<file path="config.mk">
export PLATFORM = sky130hd
export DESIGN_NAME = swr_wake_wdog
export DESIGN_NICKNAME = d
export VERILOG_FILES = /design/src/swr_pkg.sv /design/src/swr_wake_wdog.sv
export SDC_FILE = /design/constraint.sdc
export NUM_CORES = 1
export LEC_CHECK = 0
export BUFFER_PORTS_ARGS = -buffer_cell sky130_fd_sc_hd__buf_2
export CAP_MARGIN = 5
export CORE_ASPECT_RATIO = 0.6
export CORE_MARGIN = 1.5
export CORE_UTILIZATION = 58
export CTS_BUF_LIST = sky130_fd_sc_hd__clkbuf_8
export DETAILED_ROUTE_END_ITERATION = 7
export GPL_TIMING_DRIVEN = 1
export PLACE_DENSITY_LB_ADDON = 0.3
export SYNTH_ARGS = -nofsm -noshare
export SYNTH_HDL_FRONTEND = slang
export SYNTH_SLANG_ARGS = --single-unit
</file>
<file path="constraint.sdc">
create_clock -name sys_clk -period 1.7 [get_ports sys_clk]
set_clock_uncertainty 0.1 [all_clocks]
set_input_delay 0.34 -clock sys_clk [delete_from_list [all_inputs] [get_ports sys_clk]]
set_output_delay 0.34 -clock sys_clk [all_outputs]
set_load 0.1 [all_outputs]
</file>
<file path="src/swr_pkg.sv">
// Operation
// - host resume command ends the suspended state in SWR_SUSP and SWR_OSC; SWR_CHECK ignores it.
// - low pulse on remote-wake input requests wakeup while suspended.
// - rising edge on incoming-call input requests wakeup while suspended.
// - oscillator stays powered down in suspend, restarted on wake condition.
// - after clock returns, sample firing pin; accept only if confirmed.
// - watchdog is enabled straight out of power-on reset.
// - watchdog expiry resets the wake state machine, its outputs and the watchdog like power-on reset; input synchronisers are not reset.
// - after watchdog reset, boot code restarts the full startup sequence.
package swr_pkg;
	// ==========================================
	// timing
	localparam int CLK_MHZ = 250;
	localparam int WAKE_HOLD_US = 3000;
	localparam int OSC_START_CYC = WAKE_HOLD_US * CLK_MHZ / 2;
	localparam int WDOG_CYC = 32'h0001_0000;
	localparam int CHIPRST_CYC = 32'h0000_0010;
	localparam logic WDOG_EN_RST = 1'b1;

	// ==========================================
	// wake state machine
	typedef enum logic [3:0] {
		SWR_RUN = 4'b0001,
		SWR_SUSP = 4'b0010,
		SWR_OSC = 4'b0100,
		SWR_CHECK = 4'b1000
	} swr_state_t;

	// which wake source fired
	localparam logic [1:0] SRC_NONE = 2'h0;
	localparam logic [1:0] SRC_PIN = 2'h1;
	localparam logic [1:0] SRC_CALL = 2'h2;
endpackage : swr_pkg

</file>
<file path="src/swr_wake_wdog.sv">
`timescale 1ns/1ps
`default_nettype none
module swr_wake_wdog
	import swr_pkg::*;
#(
	parameter int OSC_START = OSC_START_CYC,
	parameter int WDOG_TIMEOUT = WDOG_CYC,
	parameter int CHIPRST_LEN = CHIPRST_CYC
)
(
	input wire logic sys_clk,
	input wire logic srst,
	input wire logic suspendReq,
	input wire logic hostResume,
	input wire logic remoteWake_n,
	input wire logic incoming_call_line_n,
	input wire logic wdogEnable,
	input wire logic wdogService,
	output logic suspended,
	output logic oscPowerDown,
	output logic wakeAccepted,
	output logic wakeRejected,
	output logic chipReset,
	output logic bootRestart,
	output logic wdogEnabled
);
	// ==========================================
	// input synchronisers
	// reset to the idle pin levels so no false edge follows reset
	logic wakeS1_ff;
	logic wakeS2_ff;
	logic callS1_ff;
	logic callS2_ff;
	logic callPrev_ff;
	always_ff @(posedge sys_clk)
	begin
		if (srst)
		begin
			wakeS1_ff <= 1'b1;
			wakeS2_ff <= 1'b1;
			callS1_ff <= 1'b1;
			callS2_ff <= 1'b1;
			callPrev_ff <= 1'b1;
		end
		else
		begin
			wakeS1_ff <= remoteWake_n;
			wakeS2_ff <= wakeS1_ff;
			callS1_ff <= incoming_call_line_n;
			callS2_ff <= callS1_ff;
			callPrev_ff <= callS2_ff;
		end
	end

	wire logic wakeLow = !wakeS2_ff;
	wire logic callRise = callS2_ff && !callPrev_ff;

	// ==========================================
	// wake state machine
	swr_state_t state_ff, nxt_state;
	logic [1:0] src_ff, nxt_src;
	logic [31:0] oscCnt_ff, nxt_oscCnt;
	wire logic oscDone = (oscCnt_ff >= 32'(OSC_START - 1));
	wire logic confirmOk = (src_ff == SRC_PIN) ? wakeLow : callS2_ff;

	always_comb
	begin
		nxt_state = state_ff;
		nxt_src = src_ff;
		nxt_oscCnt = 32'h0000_0000;
		case (state_ff)
			SWR_RUN:
			begin
				nxt_src = SRC_NONE;
				if (suspendReq)
					nxt_state = SWR_SUSP;
			end
			SWR_SUSP:
			begin
				if (hostResume)
					nxt_state = SWR_RUN;
				else if (wakeLow)
				begin
					nxt_src = SRC_PIN;
					nxt_state = SWR_OSC;
				end
				else if (callRise)
				begin
					nxt_src = SRC_CALL;
					nxt_state = SWR_OSC;
				end
			end
			SWR_OSC:
			begin
				nxt_oscCnt = oscCnt_ff + 32'h0000_0001;
				if (hostResume)
					nxt_state = SWR_RUN;
				else if (oscDone)
					nxt_state = SWR_CHECK;
			end
			SWR_CHECK:
			begin
				if (confirmOk)
					nxt_state = SWR_RUN;
				else
				begin
					nxt_src = SRC_NONE;
					nxt_state = SWR_SUSP;
				end
			end
			default:
				nxt_state = SWR_RUN;
		endcase
	end

	// watchdog chip reset clears the wake logic like a power-on reset
	wire logic resetAll = srst || chipReset;
	always_ff @(posedge sys_clk)
	begin
		if (resetAll)
		begin
			state_ff <= SWR_RUN;
			src_ff <= SRC_NONE;
			oscCnt_ff <= 32'h0000_0000;
		end
		else
		begin
			state_ff <= nxt_state;
			src_ff <= nxt_src;
			oscCnt_ff <= nxt_oscCnt;
		end
	end

	// ==========================================
	// result pulses, one cycle after the confirmation sample
	wire logic checking = (state_ff == SWR_CHECK);
	logic accept_ff, reject_ff;
	always_ff @(posedge sys_clk)
	begin
		if (resetAll)
		begin
			accept_ff <= 1'b0;
			reject_ff <= 1'b0;
		end
		else
		begin
			accept_ff <= checking && confirmOk;
			reject_ff <= checking && !confirmOk;
		end
	end
	assign wakeAccepted = accept_ff;
	assign wakeRejected = reject_ff;

	// ==========================================
	// status outputs, taken from the next state so they line up with state_ff
	function automatic logic inSuspend(swr_state_t st);
		return (st == SWR_SUSP) || (st == SWR_OSC) || (st == SWR_CHECK);
	endfunction : inSuspend

	logic susp_ff, oscOff_ff;
	always_ff @(posedge sys_clk)
	begin
		if (resetAll)
		begin
			susp_ff <= 1'b0;
			oscOff_ff <= 1'b0;
		end
		else
		begin
			susp_ff <= inSuspend(nxt_state);
			oscOff_ff <= (nxt_state == SWR_SUSP);
		end
	end
	assign suspended = susp_ff;
	assign oscPowerDown = oscOff_ff;

	// ==========================================
	// watchdog
	logic wdEn_ff, rstAct_ff, boot_ff;
	logic [31:0] wdCnt_ff, rstCnt_ff;
	logic [31:0] nxt_wdCnt, nxt_rstCnt;
	wire logic wdClear = srst || rstAct_ff;
	wire logic wdExpire = wdEn_ff && (wdCnt_ff >= 32'(WDOG_TIMEOUT - 1));
	wire logic rstStart = wdExpire && !rstAct_ff;
	wire logic rstDone = rstAct_ff && (rstCnt_ff >= 32'(CHIPRST_LEN - 1));

	// held at zero while disabled so a re-enable starts a full period
	assign nxt_wdCnt = (wdogService || !wdEn_ff) ? 32'h0000_0000 : wdCnt_ff + 32'h0000_0001;
	assign nxt_rstCnt = rstAct_ff ? rstCnt_ff + 32'h0000_0001 : 32'h0000_0000;

	always_ff @(posedge sys_clk)
	begin
		if (wdClear)
		begin
			wdEn_ff <= WDOG_EN_RST;
			wdCnt_ff <= 32'h0000_0000;
		end
		else
		begin
			wdEn_ff <= wdogEnable;
			wdCnt_ff <= nxt_wdCnt;
		end
	end

	// chip reset stretched to CHIPRST_LEN cycles
	always_ff @(posedge sys_clk)
	begin
		if (srst)
		begin
			rstAct_ff <= 1'b0;
			rstCnt_ff <= 32'h0000_0000;
		end
		else
		begin
			rstAct_ff <= rstStart || (rstAct_ff && !rstDone);
			rstCnt_ff <= nxt_rstCnt;
		end
	end

	// boot restart flagged for one cycle as the chip reset lets go
	always_ff @(posedge sys_clk)
	begin
		if (srst)
			boot_ff <= 1'b0;
		else
			boot_ff <= rstDone;
	end

	assign chipReset = rstAct_ff;
	assign bootRestart = boot_ff;
	assign wdogEnabled = wdEn_ff;
endmodule : swr_wake_wdog
`default_nettype wire

</file>
======== After elaboration in Yosys (flattened, before gate mapping) ========
Cells that the tools add are included.
word-level totals
  input bits .............................. 8
  bits in registers ....................... 114
  word-level logic and storage cells ...... 73
  output and inout bits ................... 7
operators by class
  equality and inequality tests ........... 11
  reductions and logical operators ........ 23
  magnitude comparators ................... 3
  add/sub/neg operators ................... 3
  bitwise gates (word level) .............. 2
  mux-type cells .......................... 14
operators by type and width
  operator                                                count
  adder 32 x 1 -> 32 bit (second input constant)          3
  >= comparator 32 x 16 -> 1 bit (second input constant)  1
  >= comparator 32 x 19 -> 1 bit (second input constant)  1
  >= comparator 32 x 4 -> 1 bit (second input constant)   1
  2-to-1 mux 4 bit                                        6
  one-hot mux 4 bit (4 select lines)                      1
  2-to-1 mux 2 bit                                        5
  equality test 4 x 2 -> 1 bit (second input constant)    2
  equality test 4 x 3 -> 1 bit (second input constant)    2
  equality test 4 bit (second input constant)             2
  logical AND 1 bit                                       7
  zero test 1 bit                                         6
  one-hot mux 2 bit (3 select lines)                      1
  OR reduction 2 bit                                      3
  logical OR 1 bit                                        5
  equality test 4 x 1 -> 1 bit (second input constant)    1
  inequality test 2 bit (second input constant)           2
  AND reduction 4 bit                                     1
  inequality test 3 bit (second input constant)           1
  nonzero test 3 bit                                      1
  equality test 2 x 1 -> 1 bit (second input constant)    1
  inverter 1 bit                                          2
  2-to-1 mux 1 bit                                        1

======== Longest topological paths before layout ========
Gate-level depths: netlist (run 1).
  depth after elaboration ................. 9
  mapped depth ............................ 7
  mapped depth without buffers ............ 6

======== Worst setup path after synthesis (run 1) ========
OpenSTA, ideal clock, no wires.
  path type ............................... register -> register
  start point ............................. register rstAct_ff, in the netlist chipReset
  end point ............................... register oscCnt_ff[20]
  cell stages (with the launch flop) ...... 6
  path buffers ............................ 2
  setup slack ............................. -429 ps
  arrival time ............................ 1902 ps
  period minus slack after synthesis ...... 2129 ps
  required time ........................... 1472 ps
  cells stage by stage .................... dfxtp_1 nor2_1 clkbuf_1 nand4b_1 clkbuf_1 nor2_1
on the way
  longest elaborated chain between the ends .. 2
RTL lines
  element                       RTL line              source
  start, declared               swr_wake_wdog.sv:179  logic wdEn_ff, rstAct_ff, boot_ff;
  start signal, assigned        swr_wake_wdog.sv:215  rstAct_ff <= rstStart || (rstAct_ff && !rstDone);
  logical OR 1 bit              swr_wake_wdog.sv:117  wire logic resetAll = srst || chipReset;
  OR reduction 2 bit (no line)  n/a
  end signal, assigned          swr_wake_wdog.sv:130  oscCnt_ff <= nxt_oscCnt;
  end, declared                 swr_wake_wdog.sv:62   logic [31:0] oscCnt_ff, nxt_oscCnt;
No other way between the ends.
A chain may end at the register's enable or synchronous reset.

======== Final worst setup path (run 1) ========
  start point ............................. register wdCnt_ff[10]
  end point ............................... register wdCnt_ff[15]
on the way
  longest elaborated chain between the ends .. 1
RTL lines
  element                 RTL line              source
  start, declared         swr_wake_wdog.sv:180  logic [31:0] wdCnt_ff, rstCnt_ff;
  start signal, assigned  swr_wake_wdog.sv:201  wdCnt_ff <= nxt_wdCnt;
  adder 32 x 1 -> 32 bit  swr_wake_wdog.sv:188  assign nxt_wdCnt = (wdogService || !wdEn_ff) ? 32'h0000_0000 : wdCnt_ff + 32'h0000_0001;
No other way between the ends.

==> key figures, run 1 <==
Run status
  – Status: complete, but fails checks
  – Failing checks: setup timing

Floorplanning
  – Io pins: 15
  – Core Region: 8490 sq um
  – Die footprint: 9340 sq um
  – Die Y: 75.5 um
  – Die width: 124 um
  – Site Rows: 26
  – Initial core utilization: 59.8%

Worst setup path
  – Max Fanout on Critical Path: 6
  – R2R Setup Slk: -0.17 ns
  – CP delay by family, top: simple AND/OR/NAND/NOR gates
  – CP endpoint kind: register
  – Worst setup path category: reg2reg
  – Critical-path cell list: nand4_1 -> or4b_4 -> or3_1 -> a21oi_1
  – CP peak stage delay: 0.61 ns
  – CP Buf/Inv Count: 0
  – Critical Path RT: 1.96 ns
  – CP startpoint kind: register
  – Critical path data arrival time: 2.13 ns
  – CP max stage cell: or4b_4

Power
  – VDD IR-drop max: 0.686 mV
  – Int Pwr: 3830 uW
  – Pwr Density: 732 nW/um^2
  – Comb power frac: 2.9%
  – Sw Share: 23.4%
  – Sequential Power Share: 53.5%
  – Sw power: 1170 uW
  – Leak: 0.00265 uW
  – Part of the power in the clock network: 43.7%

Synthesis
  – Syn Area/Cell: 8.86 sq um
  – Synth warn: 0
  – Distinct cells, synth: 51
  – Top-area cell type share of the netlist area: 44.9%
  – Post-synth EDFFs: 0
  – Synth Cell Area: 5080 sq um
  – Number of synthesized register bits: 114
  – Cell taking the most area after synthesis: dfxtp_1
  – Syn nets: 584
  – Top post-synthesis cells by area: dfxtp_1, xor2_1, nor2_1
  – Synthesized instance count: 573
  – Top_reg_cell synth: dfxtp_1
  – Sequential fraction of the synthesis area: 44.9%
  – Post-synth ARST share: 0%

Timing
  – Min Hold Slack: 0.138 ns
  – Tcrit/Tclk final: 110%
  – Actual slew at the worst max-slew pin: 0.498 ns
  – Final hold vios: 0
  – Period minus WS final: 1.87 ns
  – Relative slew margins: 67.0%
  – Finish-stage setup viols: 36
  – RSZ-0062 raised after global routing: true
  – Min setup slack post-route: -0.167 ns
  – Max-slew violations: 0
  – Peak Freq: 0.536 GHz
  – Post-Route Setup TNS: -2.55 ns

Clock network
  – Reg clk slew, reported paths: 0.07 ns
  – CTS root buf: clkbuf_8
  – Maximum root-to-sink buffer count: 2
  – Clk sinks: 114
  – H-tree level count: 4
  – Number of CTS-inserted buffers: 17
  – Clk_lat worst skew: 0.44 ns
  – CTS tree: done

GRT
  – First-pass GRT wire length: 20,700 um
  – Vias in the first global route: 4,348
  – Antenna violations before repair: 0
  – Largest net degree at the start of global routing: 34
  – Gr usage total: 29.1%
  – Grt ovf: 0

Placed design
  – Port Buffers: 14
  – DP Area: 5920 sq um
  – DPL Wire Length: 8220 um
  – Placed Cells: 756
  – GPL Wtd Cong: 0.833

Layout
  – Area growth syn-to-layout: 34.7%
  – Post-layout nets: 703
  – Final core occ: 80.5%
  – N_diodes: 0
  – Most frequent cells in the layout: nor2_1, buf_4, dfxtp_1
  – Filler cells: 502
  – Commonest non-fill, non-tap cell in the layout: nor2_1
  – Design Area, Final: 6840 sq um
  – Final std cells w/o fill: 815
  – Area of the multi-input gates: 3060 sq um
  – Proportion of layout cells with a drive suffix above 1: 36.7%
  – Sequential cell area: 2360 sq um

Route
  – Post-route DRC: 0
  – Post-route ant nets: 0
  – Iteration-0 DRC Markers: 347
  – Vias per cell: 5.90
  – DR WL/cell: 17.3 um
  – DR vias: 4,810
  – Drt pass-1 iters: 5
  – Routed wire length: 14,100 um

Worst hold path
  – Worst Hold Class: in2reg

Flow run
  – Max cap viols: 0
[cells by family (layout without fill, tap and decap cells)]
kind of cell	after synthesis	after routing	share of synthesized area, %
DFF	114	114	44.9
buffers and inverters	30	159	2.51
AOI/OAI and AO/OA	50	50	6.16
and+or+nand+nor	299	300	32.4
adders and majority gates	3	3	0.739
xor gates and xnor gates	77	77	13.3
[final timing paths]
kind / from / endpoint / depth (start not counted)
setup / recovery: wdCnt_ff[10] / wdCnt_ff[15] / 4
hold / removal: hostResume / state_ff[3] / 3
setup reg to reg: wdCnt_ff[10] / wdCnt_ff[15] / 4
hold reg to reg: wakeS1_ff / wakeS2_ff / 1
[stage by stage]
step                      power, uW  setup WS (ns)
after floorplan                2830        -0.0673
after global placement         2880         -0.122
after detailed placement       2880         -0.167
after CTS                      5020         -0.108
after global routing           5150         -0.199
final                          5000         -0.167
[worst reg2reg max path, delay by kind of cell, from the launching register on]
family	cells	cell delay, ns
AOI/OAI and AO/OA	1	0.20
DFF	1	0.33
and+or+nand+nor	3	1.15
[metal layers]
metal  global-route usage [%]  wire length [um]  vias up
met5                        0                 0        -
met4                     10.6               419        0
met3                     8.23               915       46
met2                     47.1              6570      173
met1                     37.9              6170     2343
li1                         -                 -     2248
[sequential cells by signal, indices dropped and copies added, names as in the netlist]
name / flops
bootRestart: 1
callPrev_ff: 1
callS1_ff: 1
callS2_ff: 1
chipReset: 1
oscCnt_ff: 32
oscPowerDown: 1
rstCnt_ff: 32
src_ff: 2
state_ff: 4
suspended: 1
wakeAccepted: 1
wakeRejected: 1
wakeS1_ff: 1
wakeS2_ff: 1
wdCnt_ff: 32
wdogEnabled: 1
[cell type report]
| cell class | count | share of cell area (%) |
|---|---|---|
| Tap cell | 112 | 2.05 |
| Multi-Input combinational cell | 430 | 44.7 |
| Inverter | 12 | 0.659 |
| Timing Repair Buffer | 117 | 13.2 |
| Sequential cell | 114 | 34.5 |
| Clock inverter | 9 | 0.640 |
| Clock buffer | 21 | 4.23 |
[what timing repair did]
item | 4_1_cts | 5_1_grt
setup buffers | 7 | 16
resized for setup | 26 | 69
hold buffers | 3 | 0
endpoints found under the setup margin | 40 | 53
endpoints found under the hold margin | 3 | 0
gates cloned | 2 | 1
pin swaps | 14 | 40
[cells in the mapped netlist, types with 3 or more instances]
cell	n
nor4_1	14
nor2_1	99
and4_1	10
and2_1	6
nor3_1	17
ha_1	3
nand3b_1	3
nand2b_1	3
inv_1	12
dfxtp_1	114
xor2_1	48
o21ai_0	16
clkbuf_1	15
a21oi_1	15
nand3_1	34
nor2b_1	4
xnor2_1	29
nor4_4	5
or3_1	16
nand4_1	25
or2_2	7
nand2_1	30
and3_1	12
[power by group through the flow]
| stage | combinational, uW | clock, uW | sequential, uW |
|---|---|---|---|
| floorplan | 54.0 | 0 | 2780 |
| global route | 155 | 2320 | 2670 |
| detailed placement | 135 | 0 | 2740 |
| finish | 145 | 2180 | 2680 |
| CTS | 142 | 2190 | 2690 |
| global placement | 131 | 0 | 2740 |
Power figures use the tool's default switching activity.
==> run 2: changes to the inputs <==
Settings changed: CAP_MARGIN 5 to default, CORE_UTILIZATION 58 to 65, MAX_ROUTING_LAYER from default to met4.
Clock period 1.7 ns to 2.3 ns, I/O delays scaled along.
==> run 2 against run 1 <==
The run now ends clean. Fmax decreased by 13%. Cell count decreased by 12%. Largest power group is now clock. Critical path depth unchanged. Clock power decreased by 3%. Non-clock buffer count decreased by 93. Register-to-register slack improved by 0.33 ns. Highest routed layer unchanged. Sequential power decreased by 25%. Via count decreased by 13%. Flip-flop and latch count unchanged. First-iteration DRC count decreased by 4.3%.
==> key figures, run 2 (synthesized netlist as in run 1, its figures left out) <==
Run status
  – Status: completed (was complete, but fails checks)

Route
  – Met3 routed WL: 628 um (was 915 um)
  – DR top layer: met4 (unchanged)
  – Routed wire length: 10,600 um (was 14,100 um)
  – Vias per cell: 5.86 (was 5.90)
  – Post-route ant nets: 0 (unchanged)
  – Drt pass-1 iters: 5 (unchanged)
  – DR vias: 4,190 (was 4,810)
  – Met1 Wirelength: 4940 um (was 6170 um)
  – DR WL/cell: 14.9 um (was 17.3 um)
  – Post-route DRC: 0 (unchanged)
  – Met2 routed WL: 4810 um (was 6570 um)
  – Iteration-0 DRC Markers: 332 (was 347)

Timing
  – Tcrit/Tclk final: 93.1% (was 110%)
  – Finish-stage setup viols: 0 (was 36)
  – Post-Route Setup TNS: 0 ns (was -2.55 ns)
  – Max-slew violations: 0 (unchanged)
  – Period minus WS final: 2.14 ns (was 1.87 ns)
  – Final hold vios: 0 (unchanged)
  – Relative slew margins: 64.0% (was 67.0%)
  – Actual slew at the worst max-slew pin: 0.536 ns (was 0.498 ns)
  – RSZ-0062 raised after global routing: false (was true)
  – Min Hold Slack: 0.117 ns (was 0.138 ns)
  – Peak Freq: 0.467 GHz (was 0.536 GHz)

Worst setup path
  – CP Depth: 4 (unchanged)
  – Critical path data arrival time: 2.39 ns (was 2.13 ns)
  – R2r startpoint: wdCnt_ff[18] (was wdCnt_ff[10])
  – Critical Path RT: 2.55 ns (was 1.96 ns)
  – First element of the critical path: wdCnt_ff[18] (was wdCnt_ff[10])
  – R2R Setup Slk: 0.16 ns (was -0.17 ns)
  – CP delay by family, top: simple AND/OR/NAND/NOR gates (unchanged)
  – R2R depth: 4 (unchanged)
  – Critical-path cell list: nand3_2 -> or4_1 -> or3_1 -> a21oi_1 (was nand4_1 -> or4b_4 -> or3_1 -> a21oi_1)
  – CP max stage cell: or4_1 (was or4b_4)
  – CP startpoint kind: register (unchanged)
  – Max Fanout on Critical Path: 9 (was 6)
  – CP Capture Point: wdCnt_ff[24] (was wdCnt_ff[15])
  – CP endpoint kind: register (unchanged)
  – Crit Reg-Reg Endpoint: wdCnt_ff[24] (was wdCnt_ff[15])
  – CP peak stage delay: 0.74 ns (was 0.61 ns)
  – Worst setup path category: reg2reg (unchanged)
  – CP Buf/Inv Count: 0 (unchanged)

Floorplanning
  – Io pins: 15 (unchanged)
  – Core Region: 7420 sq um (was 8490 sq um)
  – Initial core utilization: 68.5% (was 59.8%)
  – Site Rows: 24 (was 26)
  – Die width: 117 um (was 124 um)
  – Die footprint: 8370 sq um (was 9340 sq um)
  – Die Y: 71.5 um (was 75.5 um)

Layout
  – Post-layout nets: 609 (was 703)
  – Area growth syn-to-layout: 12.9% (was 34.7%)
  – N_diodes: 0 (unchanged)
  – Proportion of layout cells with a drive suffix above 1: 13.1% (was 36.7%)
  – Commonest non-fill, non-tap cell in the layout: dfxtp_1 (was nor2_1)
  – Filler cells: 520 (was 502)
  – Top flop regs: oscCnt_ff x32, rstCnt_ff x32, wdCnt_ff x32 (unchanged)
  – Area of the multi-input gates: 2670 sq um (was 3060 sq um)
  – Most frequent cells in the layout: dfxtp_1, nor2_1, xor2_1 (was nor2_1, buf_4, dfxtp_1)
  – Sequential cell area: 2280 sq um (was 2360 sq um)

Clock network
  – Number of CTS-inserted buffers: 17 (unchanged)
  – Reg clk slew, reported paths: 0.06 ns (was 0.07 ns)
  – CTS Hold Bufs: 0 (was 3)
  – H-tree level count: 4 (unchanged)
  – Clk sinks: 114 (unchanged)
  – Clk_lat worst skew: 0.43 ns (was 0.44 ns)
  – CTS tree: done (unchanged)
  – CTS root buf: clkbuf_8 (unchanged)
  – Maximum root-to-sink buffer count: 2 (unchanged)

Flow run
  – Max cap viols: 0 (unchanged)

Power
  – Pwr Density: 732 nW/um^2 (about the same)
  – VDD IR-drop max: 0.570 mV (was 0.686 mV)
  – Leak: 0.00200 uW (was 0.00265 uW)

Placed design
  – GPL Wtd Cong: 0.860 (was 0.833)
  – Port Buffers: 14 (unchanged)
  – DPL Wire Length: 7050 um (was 8220 um)

GRT
  – First-pass GRT wire length: 18,100 um (was 20,700 um)
  – Grt ovf: 0 (unchanged)
  – Vias in the first global route: 3,914 (was 4,348)
  – Gr usage total: 28.8% (was 29.1%)
  – Antenna violations before repair: 0 (unchanged)
  – Largest net degree at the start of global routing: 33 (was 34)

Worst hold path
  – Worst Hold Class: in2reg (unchanged)
==> run 2: cell count changes in the layout (fill, tap and decap cells not counted), moves of 10 or more <==
cell and delta:
buf_4 -83, dfxtp_2 -26, dfxtp_1 +38, nor3_1 +11
nand3_1 +10, dfxtp_4 -12
==> run 2: worst register-to-register path, cell delays in order (launching register included) <==
cell and delay [ns]:
dfxtp_1 0.44, nand3_2 0.15, or4_1 0.74, or3_1 0.45
a21oi_1 0.18
==> run 2: worst min-delay path by stage <==
stage	slack (ns)	cells after the start	end	start
global placement	0.29	1	wakeS2_ff	wakeS1_ff
global route	0.09	2	wdogEnabled	wdogEnable
detailed placement	0.30	1	wakeS2_ff	wakeS1_ff
floorplan	0.29	1	callS2_ff	callS1_ff
CTS	0.1	2	wdogEnabled	wdogEnable
finish	0.12	2	wdogEnabled	wdogEnable
==> run 2: routing by layer <==
layer / vias up / track usage (%)
met5: - / -
met1: 1972 / 36.5
met4: 0 / 13.1
met3: 27 / 7.87
met2: 127 / 43.3
li1: 2064 / -
==> run 2: metrics by stage <==
| stage | total power [uW] | cells | area (sq um) | setup slack [ns] | utilization, % |
|---|---|---|---|---|---|
| after CTS | 4220 | 715 | 5730 | 0.157 | 77.2 |
| after floorplan | 2100 | 573 | 5080 | 0.171 | - |
| final | 4200 | 715 | 5730 | 0.158 | 77.3 |
| after global placement | 2120 | 683 | 5270 | 0.331 | 71.1 |
| after global routing | 4320 | 715 | 5730 | 0.0713 | 77.3 |
| after detailed placement | 2130 | 683 | 5270 | 0.236 | 71.1 |
==> run 2: what timing repair did <==
| item | 4_1_cts | 5_1_grt |
|---|---|---|
| setup buffers | 0 | 0 |
| setup endpoints to repair | 0 | 1 |
| resized for setup | 0 | 1 |
==> run 2: power breakdown <==
| part | switching [uW] | internal, uW |
|---|---|---|
| clock network | 797 | 1320 |
| logic | 59.6 | 26.8 |
| registers | 11.5 | 1990 |
==> run 2: final cells by class <==
| cell class | count | share of cell area, % |
|---|---|---|
| Tap cell | 104 | 2.27 |
| Timing Repair Buffer | 24 | 2.53 |
| Inverter | 12 | 0.786 |
| Clock inverter | 10 | 2.66 |
| Sequential cell | 114 | 39.8 |
| Multi-Input combinational cell | 429 | 46.6 |
| Clock buffer | 22 | 5.28 |
